===== src/hw/pcra_pkg.sv =====
package pcra_pkg;
    localparam int ADDR_W = 16;
    // printed offsets are register indices; byte address is four times that
    localparam logic [15:0] IDX_CLK_CTRL  = 16'h0500;
    localparam logic [15:0] IDX_SEC_LOW   = 16'h050A;
    localparam logic [15:0] IDX_RATE_HIGH = 16'h050C;
    localparam logic [15:0] IDX_RATE_LOW  = 16'h050E;
    localparam logic [15:0] IDX_DUR_HIGH  = 16'h0510;
    localparam logic [15:0] IDX_DUR_LOW   = 16'h0512;
    localparam logic [15:0] IDX_MSG_CFG1  = 16'h0514;
    // clock control bits
    localparam int CTRL_RESET_BIT = 0;
    localparam int CTRL_EN_BIT    = 1;
    localparam int CTRL_CONT_BIT  = 2;
    localparam int CTRL_LOAD_BIT  = 3;
    localparam int CTRL_READ_BIT  = 4;
    // rate high word bits
    localparam int RATE_DIR_BIT = 15;
    localparam int TEMP_ADJ_BIT = 14;
    localparam int RATE_HI_W    = 14;
    localparam int RATE_W       = 30;
    // message config 1 bits
    localparam int CFG_AS_BIT   = 7;
    localparam int CFG_PTP_BIT  = 6;
    localparam int CFG_ETH_BIT  = 5;
    localparam int CFG_IPV4_BIT = 4;
    localparam int CFG_IPV6_BIT = 3;
    localparam int CFG_P2P_BIT  = 2;
    localparam int CFG_MST_BIT  = 1;
    localparam int CFG_ONE_BIT  = 0;
    localparam logic [7:0]  MSG_CFG1_RESET = 8'h39;
    localparam logic [15:0] WORD_RESET     = 16'h0000;
    // timing
    localparam int CLK_FREQ_HZ  = 40_000_000;
    localparam int CLK_PERIOD_NS = 25;
    localparam int TICK_FREQ_HZ = 25_000_000;
    localparam int TICK_GCD_HZ  = 5_000_000;
    localparam int TICK_NUM     = TICK_FREQ_HZ / TICK_GCD_HZ;
    localparam int TICK_DEN     = CLK_FREQ_HZ / TICK_GCD_HZ;
    localparam int NS_PER_SEC   = 1_000_000_000;
    localparam int TICK_NS      = NS_PER_SEC / TICK_FREQ_HZ;
endpackage


===== src/hw/pcra_top.sv =====
// Chosen here: register access over APB.
`timescale 1ns/1ps
module pcra_top (
    // clock and reset
    input  wire logic                       clock_i,
    input  wire logic                       rst_i,
    // apb slave
    input  wire logic                       psel_i,
    input  wire logic                       penable_i,
    input  wire logic                       pwrite_i,
    input  wire logic [pcra_pkg::ADDR_W-1:0] paddr_i,
    input  wire logic [31:0]                pwdata_i,
    output logic      [31:0]                prdata_o,
    output logic                            pready_o,
    output logic                            pslverr_o,
    // message handling configuration
    output logic                            as_mode_en_o,
    output logic                            ptp_mode_en_o,
    output logic                            detect_eth_o,
    output logic                            detect_ipv4_o,
    output logic                            detect_ipv6_o,
    output logic                            peer_to_peer_transparent_o,
    output logic                            master_sel_o,
    output logic                            one_step_o,
    // running clock
    output logic      [15:0]                rtc_sec_o,
    output logic      [29:0]                rtc_ns_o,
    output logic                            temp_adjusting_o
);
    import pcra_pkg::*;

    typedef struct packed {
        logic [15:0]       sec_low;
        logic              rate_direction_sel;
        logic              temp_adj;
        logic [RATE_HI_W-1:0] rate_hi;
        logic [15:0]       rate_lo;
        logic [15:0]       dur_hi;
        logic [15:0]       dur_lo;
        logic [7:0]        cfg;
        logic              cont_adj;
        logic              clk_en;
        logic [31:0]       dur_cnt;
        logic [15:0]       rtc_sec;
        logic [29:0]       rtc_ns;
        logic [RATE_W-1:0] rtc_frac;
        logic [31:0]       prdata;
        logic              pready;
        logic              pslverr;
    } pcra_st_t;

    pcra_st_t          st;
    pcra_st_t          next_st;
    logic              tick;
    logic              access;
    logic              addr_ok;
    logic              wr;
    logic              adj_act;
    logic [RATE_W-1:0] fractional_rate_value;
    logic [30:0]       frac_sum;
    logic [30:0]       ns_sum;
    logic [15:0]       rd_word;

    function automatic logic reg_hit(input logic [ADDR_W-1:0] a, input logic [15:0] idx);
        reg_hit = (a == {idx[13:0], 2'b00});
    endfunction

    pcra_tick u_tick (
        .clock_i (clock_i),
        .rst_i   (rst_i),
        .tick_o  (tick)
    );

    assign access  = psel_i && penable_i;
    assign addr_ok = reg_hit(paddr_i, IDX_CLK_CTRL) || reg_hit(paddr_i, IDX_SEC_LOW)
                  || reg_hit(paddr_i, IDX_RATE_HIGH) || reg_hit(paddr_i, IDX_RATE_LOW)
                  || reg_hit(paddr_i, IDX_DUR_HIGH) || reg_hit(paddr_i, IDX_DUR_LOW)
                  || reg_hit(paddr_i, IDX_MSG_CFG1);
    // write lands at the edge where the master sees pready
    assign wr      = access && st.pready && pwrite_i && !st.pslverr;
    assign fractional_rate_value = {st.rate_hi, st.rate_lo};
    // temporary mode counts only while ticks remain
    assign adj_act = st.cont_adj || (st.temp_adj && st.dur_cnt != 32'h0000_0000);

    always_comb begin
        rd_word = WORD_RESET;
        if (reg_hit(paddr_i, IDX_CLK_CTRL)) begin
            // strobes self-clear, so they read zero
            rd_word = {13'h0000, st.cont_adj, st.clk_en, 1'b0};
        end else if (reg_hit(paddr_i, IDX_SEC_LOW)) begin
            rd_word = st.sec_low;
        end else if (reg_hit(paddr_i, IDX_RATE_HIGH)) begin
            rd_word = {st.rate_direction_sel, st.temp_adj, st.rate_hi};
        end else if (reg_hit(paddr_i, IDX_RATE_LOW)) begin
            rd_word = st.rate_lo;
        end else if (reg_hit(paddr_i, IDX_DUR_HIGH)) begin
            rd_word = st.dur_hi;
        end else if (reg_hit(paddr_i, IDX_DUR_LOW)) begin
            rd_word = st.dur_lo;
        end else if (reg_hit(paddr_i, IDX_MSG_CFG1)) begin
            rd_word = {8'h00, st.cfg};
        end
    end

    always_comb begin
        next_st         = st;
        next_st.pready  = 1'b0;
        next_st.pslverr = 1'b0;
        frac_sum        = {1'b0, st.rtc_frac};
        ns_sum          = {1'b0, st.rtc_ns};

        // one wait state: answer in the second access cycle
        if (access && !st.pready) begin
            next_st.pready  = 1'b1;
            next_st.pslverr = !addr_ok;
            next_st.prdata  = (addr_ok && !pwrite_i) ? {16'h0000, rd_word} : 32'h0000_0000;
        end

        // temporary adjustment ran out of ticks
        if (st.temp_adj && st.dur_cnt == 32'h0000_0000) begin
            next_st.temp_adj = 1'b0;
        end

        if (tick && st.clk_en) begin
            if (adj_act) begin
                if (st.rate_direction_sel) begin
                    frac_sum = {1'b0, st.rtc_frac} + {1'b0, fractional_rate_value};
                end else begin
                    frac_sum = {1'b0, st.rtc_frac} - {1'b0, fractional_rate_value};
                end
            end
            // carry bumps a nanosecond up; borrow takes one off the tick's step
            if (frac_sum[30] && st.rate_direction_sel) begin
                ns_sum = {1'b0, st.rtc_ns} + 31'(TICK_NS) + 31'h0000_0001;
            end else if (frac_sum[30]) begin
                ns_sum = {1'b0, st.rtc_ns} + 31'(TICK_NS) - 31'h0000_0001;
            end else begin
                ns_sum = {1'b0, st.rtc_ns} + 31'(TICK_NS);
            end
            next_st.rtc_frac = frac_sum[29:0];
            if (ns_sum >= 31'(NS_PER_SEC)) begin
                next_st.rtc_ns  = 30'(ns_sum - 31'(NS_PER_SEC));
                next_st.rtc_sec = st.rtc_sec + 16'h0001;
            end else begin
                next_st.rtc_ns = ns_sum[29:0];
            end
            if (st.temp_adj && st.dur_cnt != 32'h0000_0000) begin
                next_st.dur_cnt = st.dur_cnt - 32'h0000_0001;
            end
        end

        // software after hardware, so a same-cycle write wins
        if (wr) begin
            if (reg_hit(paddr_i, IDX_CLK_CTRL)) begin
                next_st.clk_en   = pwdata_i[CTRL_EN_BIT];
                next_st.cont_adj = pwdata_i[CTRL_CONT_BIT];
                if (pwdata_i[CTRL_READ_BIT]) begin
                    next_st.sec_low = st.rtc_sec;
                end
                if (pwdata_i[CTRL_RESET_BIT]) begin
                    next_st.rtc_sec  = 16'h0000;
                    next_st.rtc_ns   = 30'h0000_0000;
                    next_st.rtc_frac = 30'h0000_0000;
                end else if (pwdata_i[CTRL_LOAD_BIT]) begin
                    next_st.rtc_sec = st.sec_low;
                end
            end
            if (reg_hit(paddr_i, IDX_SEC_LOW)) begin
                next_st.sec_low = pwdata_i[15:0];
            end
            if (reg_hit(paddr_i, IDX_RATE_HIGH)) begin
                next_st.rate_direction_sel = pwdata_i[RATE_DIR_BIT];
                next_st.rate_hi            = pwdata_i[RATE_HI_W-1:0];
                next_st.temp_adj           = pwdata_i[TEMP_ADJ_BIT];
                if (pwdata_i[TEMP_ADJ_BIT] && !st.temp_adj) begin
                    next_st.dur_cnt = {st.dur_hi, st.dur_lo};
                end
            end
            if (reg_hit(paddr_i, IDX_RATE_LOW)) begin
                next_st.rate_lo = pwdata_i[15:0];
            end
            if (reg_hit(paddr_i, IDX_DUR_HIGH)) begin
                next_st.dur_hi = pwdata_i[15:0];
            end
            if (reg_hit(paddr_i, IDX_DUR_LOW)) begin
                next_st.dur_lo = pwdata_i[15:0];
            end
            if (reg_hit(paddr_i, IDX_MSG_CFG1)) begin
                next_st.cfg = pwdata_i[7:0];
            end
        end
    end

    always_ff @(posedge clock_i) begin
        if (rst_i) begin
            st     <= '0;
            st.cfg <= MSG_CFG1_RESET;
        end else begin
            st <= next_st;
        end
    end

    assign prdata_o                   = st.prdata;
    assign pready_o                   = st.pready;
    assign pslverr_o                  = st.pslverr;
    assign as_mode_en_o               = st.cfg[CFG_AS_BIT];
    assign ptp_mode_en_o              = st.cfg[CFG_PTP_BIT];
    assign detect_eth_o               = st.cfg[CFG_ETH_BIT];
    assign detect_ipv4_o              = st.cfg[CFG_IPV4_BIT];
    assign detect_ipv6_o              = st.cfg[CFG_IPV6_BIT];
    assign peer_to_peer_transparent_o = st.cfg[CFG_P2P_BIT];
    assign master_sel_o               = st.cfg[CFG_MST_BIT];
    assign one_step_o                 = st.cfg[CFG_ONE_BIT];
    assign rtc_sec_o                  = st.rtc_sec;
    assign rtc_ns_o                   = st.rtc_ns;
    assign temp_adjusting_o           = st.temp_adj;

    // checks
    logic              wr_ctrl;
    logic              wr_rate_hi;
    logic              wr_cfg;
    logic [RATE_W-1:0] exp_add;
    logic [RATE_W-1:0] exp_sub;
    assign wr_ctrl    = wr && reg_hit(paddr_i, IDX_CLK_CTRL);
    assign wr_rate_hi = wr && reg_hit(paddr_i, IDX_RATE_HIGH);
    assign wr_cfg     = wr && reg_hit(paddr_i, IDX_MSG_CFG1);
    assign exp_add    = st.rtc_frac + fractional_rate_value;
    assign exp_sub    = st.rtc_frac - fractional_rate_value;
endmodule


===== src/hw/pcra_tick.sv =====
`timescale 1ns/1ps
// fractional divider: TICK_NUM pulses every TICK_DEN clocks, jitter of one clock
module pcra_tick (
    // clock and reset
    input  wire logic clock_i,
    input  wire logic rst_i,
    // tick out
    output logic      tick_o
);
    import pcra_pkg::*;

    typedef struct packed {
        logic [3:0] acc;
        logic       tick;
    } pcra_tick_st_t;

    pcra_tick_st_t st;
    pcra_tick_st_t next_st;

    always_comb begin
        next_st      = st;
        next_st.acc  = st.acc + 4'(TICK_NUM);
        next_st.tick = 1'b0;
        if (next_st.acc >= 4'(TICK_DEN)) begin
            next_st.acc  = next_st.acc - 4'(TICK_DEN);
            next_st.tick = 1'b1;
        end
    end

    always_ff @(posedge clock_i) begin
        if (rst_i) begin
            st <= '0;
        end else begin
            st <= next_st;
        end
    end

    assign tick_o = st.tick;
endmodule


===== config.mk =====
export PLATFORM = sky130hd
export DESIGN_NAME = pcra_top
export DESIGN_NICKNAME = d
export VERILOG_FILES = /design/src/hw/pcra_pkg.sv /design/src/hw/pcra_top.sv /design/src/hw/pcra_tick.sv
export SDC_FILE = /design/constraint.sdc
export NUM_CORES = 1
export LEC_CHECK = 0
export ABC_AREA = 1
export BUFFER_PORTS_ARGS = -buffer_cell sky130_fd_sc_hd__buf_4
export CAP_MARGIN = 20
export CORE_MARGIN = 1.5
export CORE_UTILIZATION = 55
export DETAILED_ROUTE_END_ITERATION = 6
export PLACE_DENSITY = 0.86
export SLEW_MARGIN = 10
export SYNTH_ARGS = -nofsm -noshare
export SYNTH_HDL_FRONTEND = slang
export SYNTH_SLANG_ARGS = --single-unit

===== constraint.sdc =====
create_clock -name clock_i -period 5.2 [get_ports clock_i]
set_input_delay 0.26 -clock clock_i [delete_from_list [all_inputs] [get_ports clock_i]]
set_output_delay 0.26 -clock clock_i [all_outputs]
set_load 0.03 [all_outputs]

# ---- Word-level counts from Yosys, hierarchy flattened
# Cells that the tools add are included.
dict set report op_classes {
  addsub 10
  n_lt_le_gt_ge 2
  n_eq_ne 7
  n_mux 37
  n_bitwise 1
  reduce_logical 35
}
# cell n
set ops {}
lappend ops {{16-bit 2-to-1 mux} 16}
lappend ops {{31-bit 2-to-1 mux} 6}
lappend ops {{181-bit 2-to-1 mux} 1}
lappend ops {{16-bit by 13-bit equality test with 1-bit output, second input constant} 7}
lappend ops {{108-bit 2-to-1 mux} 1}
lappend ops {{32-bit 2-to-1 mux} 3}
lappend ops {{76-bit 2-to-1 mux} 1}
lappend ops {{60-bit 2-to-1 mux} 1}
lappend ops {{32-bit logical NOT} 1}
lappend ops {{32-bit nonzero test} 1}
lappend ops {{32-bit by 1-bit subtractor with 32-bit output, second input constant} 1}
lappend ops {{30-bit by 30-bit adder with 31-bit output} 1}
lappend ops {{30-bit by 6-bit adder with 31-bit output, second input constant} 1}
lappend ops {{31-bit by 1-bit adder with 31-bit output, second input constant} 1}
lappend ops {{31-bit by 30-bit greater-or-equal comparator with 1-bit output, second input constant} 1}
lappend ops {{30-bit by 30-bit subtractor with 31-bit output} 1}
lappend ops {{31-bit by 1-bit subtractor with 31-bit output, second input constant} 1}
lappend ops {{30-bit 2-to-1 mux} 1}
lappend ops {{30-bit subtractor, second input constant} 1}
lappend ops {{16-bit by 1-bit adder with 16-bit output, second input constant} 1}
lappend ops {{8-bit 2-to-1 mux} 2}
lappend ops {{15-bit 2-to-1 mux} 1}
lappend ops {{2-bit AND reduction} 6}
lappend ops {{1-bit logical AND} 11}
lappend ops {{other kinds (12)} 24}
dict set report word_totals {
  reg_bits 221
  word_cells 111
}

# ---- Logic depth before layout (Yosys ltp)
dict set report logic_depth {
  word_depth 15
  depth_mapped 45
}

# ---- Modules after synthesis
# From an unflattened synthesis, not the netlist that was laid out.
dict set report unflattened {
  cells_unflattened 2509
  area_unflattened_um2 16026.6
}
# module instances cells_each area_per_inst_um2 seq_area_each_um2
set by_module_without_submodules {}
lappend by_module_without_submodules {pcra_top 1 2488 15836.4 4324.1}
lappend by_module_without_submodules {pcra_tick 1 21 190.2 100.1}

# ---- Worst setup path before layout
# OpenSTA, ideal clock, no wires.
dict set report synth_path {
  path_kind {register to register}
  start {register st (netlist bit fractional_rate_value[0])}
  end {register st (netlist bit rtc_ns_o[10])}
  setup_time_ns 0.114
  t_arrival_ns 4.905
  t_required_ns 5.086
  slack_ns 0.181
  stages_incl_launch_ff 42
  path_cell_list {dfxtp_1 nor3_1 nand2_1 nor2_1 inv_1 nor3_1 inv_1 nor3_1 inv_1 nor3_1 and3_1 nand4_1 nor3_1 inv_1 o41ai_1 xor2_1 ha_1 nand2_1 (+6 left out) nand2_1 o211ai_1 clkbuf_1 nand2_1 nand2_1 nand2_1 nand2_1 nand2_1 nor2_2 nand3_2 nand2_2 inv_2 nand2_4 buf_12 nand2_4 xor2_1 o21bai_1 inv_1}
}
dict set report synth_via {
  elab_chain_len 13
}
# element line
set synth_rtl {}
lappend synth_rtl {{from (decl)} pcra_top.sv:52} ;# pcra_st_t st;
lappend synth_rtl {{from (signal assigned)} pcra_top.sv:199} ;# st <= next_st;
lappend synth_rtl {{30-bit by 30-bit subtractor with 31-bit output / 30-bit by 30-bit adder with 31-bit output (equally long branches)} {pcra_top.sv:129, pcra_top.sv:127}}
lappend synth_rtl {{31-bit 2-to-1 mux (*)} pcra_top.sv:126} ;# if (st.rate_direction_sel) begin
lappend synth_rtl {{31-bit 2-to-1 mux (*)} pcra_top.sv:125} ;# if (adj_act) begin
lappend synth_rtl {{31-bit 2-to-1 mux (*)} pcra_top.sv:124} ;# if (tick && st.clk_en) begin
lappend synth_rtl {{31-bit 2-to-1 mux / 1-bit logical AND (equally long branches)} {pcra_top.sv:135, pcra_top.sv:133}}
lappend synth_rtl {{31-bit 2-to-1 mux (*)} pcra_top.sv:133} ;# if (frac_sum[30] && st.rate_direction_sel) begin
lappend synth_rtl {{31-bit 2-to-1 mux (*)} pcra_top.sv:124}
lappend synth_rtl {{30-bit subtractor / 31-bit by 30-bit greater-or-equal comparator with 1-bit output (equally long branches)} {pcra_top.sv:142, pcra_top.sv:141}}
lappend synth_rtl {{30-bit 2-to-1 mux (*)} pcra_top.sv:141} ;# if (ns_sum >= 31'(NS_PER_SEC)) begin
lappend synth_rtl {{108-bit 2-to-1 mux (*)} pcra_top.sv:124}
lappend synth_rtl {{60-bit 2-to-1 mux} pcra_top.sv:160} ;# if (pwdata_i[CTRL_RESET_BIT]) begin
lappend synth_rtl {{76-bit 2-to-1 mux} pcra_top.sv:154} ;# if (reg_hit(paddr_i, IDX_CLK_CTRL)) begin
lappend synth_rtl {{181-bit 2-to-1 mux (*)} pcra_top.sv:153} ;# if (wr) begin
# Every way passes the cells marked *; elsewhere a longest branch is shown, timed or not. The select of a mux whose other input is x is not followed.
# A chain may end at the register's enable or synchronous reset.

# ---- Final worst setup path
dict set report layout_path {
  start {register st (netlist bit fractional_rate_value[2])}
  end {register st (netlist bit rtc_sec_o[15])}
}
dict set report layout_via {
  elab_chain_len 14
}
# element line
set layout_rtl {}
lappend layout_rtl {{30-bit by 30-bit subtractor with 31-bit output / 30-bit by 30-bit adder with 31-bit output (equally long branches)} {pcra_top.sv:129, pcra_top.sv:127}}
lappend layout_rtl {{31-bit 2-to-1 mux (*)} pcra_top.sv:126}
lappend layout_rtl {{31-bit 2-to-1 mux (*)} pcra_top.sv:125}
lappend layout_rtl {{31-bit 2-to-1 mux (*)} pcra_top.sv:124}
lappend layout_rtl {{31-bit 2-to-1 mux / 1-bit logical AND (equally long branches)} {pcra_top.sv:135, pcra_top.sv:133}}
lappend layout_rtl {{31-bit 2-to-1 mux (*)} pcra_top.sv:133}
lappend layout_rtl {{31-bit 2-to-1 mux (*)} pcra_top.sv:124}
lappend layout_rtl {{31-bit by 30-bit greater-or-equal comparator with 1-bit output (*)} pcra_top.sv:141}
lappend layout_rtl {{16-bit 2-to-1 mux (*)} pcra_top.sv:141}
lappend layout_rtl {{108-bit 2-to-1 mux (*)} pcra_top.sv:124}
lappend layout_rtl {{16-bit 2-to-1 mux} pcra_top.sv:164} ;# end else if (pwdata_i[CTRL_LOAD_BIT]) begin
lappend layout_rtl {{16-bit 2-to-1 mux} pcra_top.sv:160}
lappend layout_rtl {{76-bit 2-to-1 mux} pcra_top.sv:154}
lappend layout_rtl {{181-bit 2-to-1 mux (*)} pcra_top.sv:153}
# Marked as above.

==> impl_metrics.toml <==
[run]
max_cap_violations = 0

[logic_synthesis]
ys_ff_latch = 221
syn-cell-area_um2 = 16300
synthCells = 2532
yosysTopAreaCellShare_pct = 27.2
synth_largest_area_cell = "dfxtp_1"
synth_edf_count = 0
ys.flop_type = "dfxtp_1"
synth_warnings = 0
synthTopCellsByArea = "dfxtp_1, nand2_1, inv_1, nor2_1, o21ai_0"
yosysUniqueCellTypes = 57
synthArstFlopShare_pct = 0
yosysSeqAreaShare_pct = 27.2
synth_area_per_cell_um2 = 6.43

[worst_setup_path]
rrSetupSlack_ps = -640
path_class = "reg2reg"
cp.arrival_ps = 6240
cpMostUsedCell = "nand2_1"
crit_path_start_kind = "flop"
rr_worst_depth = 41
critPathMaxStageDelay_ps = 330
r2r_start = "fractional_rate_value[2]$_SDFFE_PP0P_"
slowest_stage = "dfxtp_2"
required_ps = 5610
r2r-end = "rtc_sec_o[15]$_SDFF_PP0_"
endpoint_kind = "flop"
path_max_fanout = 7

[power_and_ir_drop]
pwr-share-comb_pct = 3.3
leakage_nw = 9.20
p_clk_share_pct = 51.4
cellPowerDensity_nw_per_um2 = 192
switchingPower_mw = 0.871
sw_frac_of_total_pct = 23.2
ir_worst_vdd_v = 0.000226
seq_power_share_pct = 45.3
internal-power_mw = 2.88

[worst_hold_path]
hp-class = "in2reg"
hp-start = "pwdata_i[2]"
hold_depth = 3
hold_end = "st[143]$_SDFFE_PP0P_"

[grt]
grt-ovfl-total = 0
grt_pass1_wl_mm = 85.5
grt_antenna_before_repair = 0
grt_pass1_vias = 17300
grt_use_total_pct = 34.2
grt_max_degree = 83

[clocking]
clock_sinks = 221
cts_buffer_depth = 3
clock_latency_ps = 530
clk_pin_slew_ps = 70
numCtsBuffers = 25
cts-root-buf = "clkbuf_16"
cts-htree-levels = 1
cts_tree = "done"

[sta]
slew_violations = 0
tightestPinTransition_ps = 1080
post-route-period-util_pct = 112
setup_viol = 41
hold_violations = 0
finalCriticalPeriod_ps = 5840
max_freq_mhz = 171
relSlewSlack_pct = 27.6
rsz0062_at_grt = "true"
skew_ps = 14.1
tns_ps = -21810
setup_ws_ps = -637

[routing]
vias = 18300
drtPass1Iterations = 6
drt_iter0_drc = 2113
drc = 0
wl_per_cell_um = 17.9
vias_per_cell = 5.92
ant_nets = 0
wl_mm = 55.3

[die]
placementRows = 62
die_area_um2 = 30600
die_width_um = 175
io_pins = 142
core_um2 = 28900
die_h_um = 175
start_util_pct = 56.3

[final_layout]
final_common_cell = "nand2_1"
final_cell_mix = "nand2_1, inv_1, buf_4, nor2_1, dfxtp_1"
area_growth_syn_to_layout_pct = 20.2
nets = 2790
drive_gt1_share_pct = 20.5
n_antenna_cell = 0
instances_no_fill = 3095

[placed_design]
io_buffers = 109
routabilityCongestion = 0.968
dpl.hpwl_mm = 38.5
dp.cells = 2976
place_worst_setup_slack_ps = -519

[status]
violations = "negative setup slack"
status = "finished with violations"
## state kept, by name (all words and copies together), names as in the netlist, 4 cells and up
name / flops
prdata_o: 16
u_tick.st: 4
rtc_sec_o: 16
st: 113
fractional_rate_value: 30
rtc_ns_o: 30
## layer usage
layer,vias to the layer above,global-route usage [%],wire [um],share of wire [%]
met2,1061,58.5,25800,47
li1,8582,-,-,-
met3,275,5.22,4710,8.5
met1,8387,40.4,21000,38
met5,-,0,68,0.12
met4,2,20.7,3770,6.8
## worst max-delay path, delay by kind of cell (launching register included)
family | cells | cell delay [ps]
adder cells (fa/ha/maj) | 1 | 290
buffers and inverters | 7 | 740
AND/OR/NAND/NOR | 29 | 3560
flip-flops | 1 | 330
AO/OA/AOI/OAI | 3 | 560
XOR/XNOR | 1 | 200
## how the worst max path moves through the flow
stage                                          start                  endpoint  slack (ps)  cells past startpoint
5_1_grt        fractional_rate_value[2]$_SDFFE_PP0P_   rtc_sec_o[2]$_SDFF_PP0_       -1040                     45
2_1_floorplan  fractional_rate_value[0]$_SDFFE_PP0P_   rtc_ns_o[10]$_SDFF_PP0_         180                     41
3_3_place_gp   fractional_rate_value[0]$_SDFFE_PP0P_   rtc_ns_o[20]$_SDFF_PP0_        -290                     43
4_1_cts        fractional_rate_value[0]$_SDFFE_PP0P_   rtc_sec_o[8]$_SDFF_PP0_        -120                     40
3_5_place_dp   fractional_rate_value[0]$_SDFFE_PP0P_   rtc_sec_o[6]$_SDFF_PP0_        -520                     43
6_report       fractional_rate_value[2]$_SDFFE_PP0P_  rtc_sec_o[15]$_SDFF_PP0_        -640                     41
## power groups by stage
stage	logic [mW]	clock network, mW	registers (mW)
after global placement	0.116	0	1.74
after floorplan	0.0702	0	1.74
after CTS	0.118	1.93	1.70
final	0.123	1.93	1.70
after detailed placement	0.118	0	1.74
after global routing	0.130	2.00	1.70
## synthesized netlist by cell type, types with 5 or more instances
cell type,instances
buf_4,83
nand3_2,7
dfxtp_1,221
inv_2,15
or2_2,5
nor2_2,22
a211oi_1,35
nor3_1,35
a31oi_1,31
xnor2_1,22
nand2_1,503
nor2_4,13
buf_2,6
o21ai_0,176
a21oi_1,159
nor2_1,258
o221ai_1,26
nand3_1,147
ha_1,43
clkbuf_1,75
nand4_1,48
xor2_1,78
inv_1,340
o21bai_1,11
o21ai_1,10
o22ai_1,8
nand2_2,37
o2111ai_1,10
nor4_1,12
o211ai_1,48
## per-stage QoR
stage	utilization [%]	hold slack, ps	power [mW]	instance area, um^2
detailed placement	60.5	463	1.86	17500
global route	67.6	57.9	3.83	19600
floorplan	-	386	1.81	16300
finish	67.6	63.8	3.75	19600
CTS	66.2	47.3	3.75	19100
global placement	60.5	444	1.85	17500
## layout make-up
cell class | instances | area, um^2
fill | 2372 | 9370
tap | 384 | 480
clock buffer | 28 | 647
timing repair buffer | 288 | 2330
sequential | 221 | 4430
multi-input combinational | 1798 | 10100
clock inverter | 17 | 241
inverter | 359 | 1350
## cell families after synthesis
kind of cell	Yosys count	synth area share, %
simple gates	1104	30.4
compound gates	532	19.3
buf+inv	530	14.4
flops	221	27.2
xor+xnor	100	5.38
fa+ha+maj	44	3.43
other cells	1	0.0230
## timing repair
action,4_1_cts,5_1_grt
hold endpoints to repair,0,0
setup buffers,56,12
hold buffers,0,0
endpoints found under the setup margin,37,42
cloned,4,3
gates resized for setup,76,79
pin swaps,24,62
(Power assumes the default switching activity.)
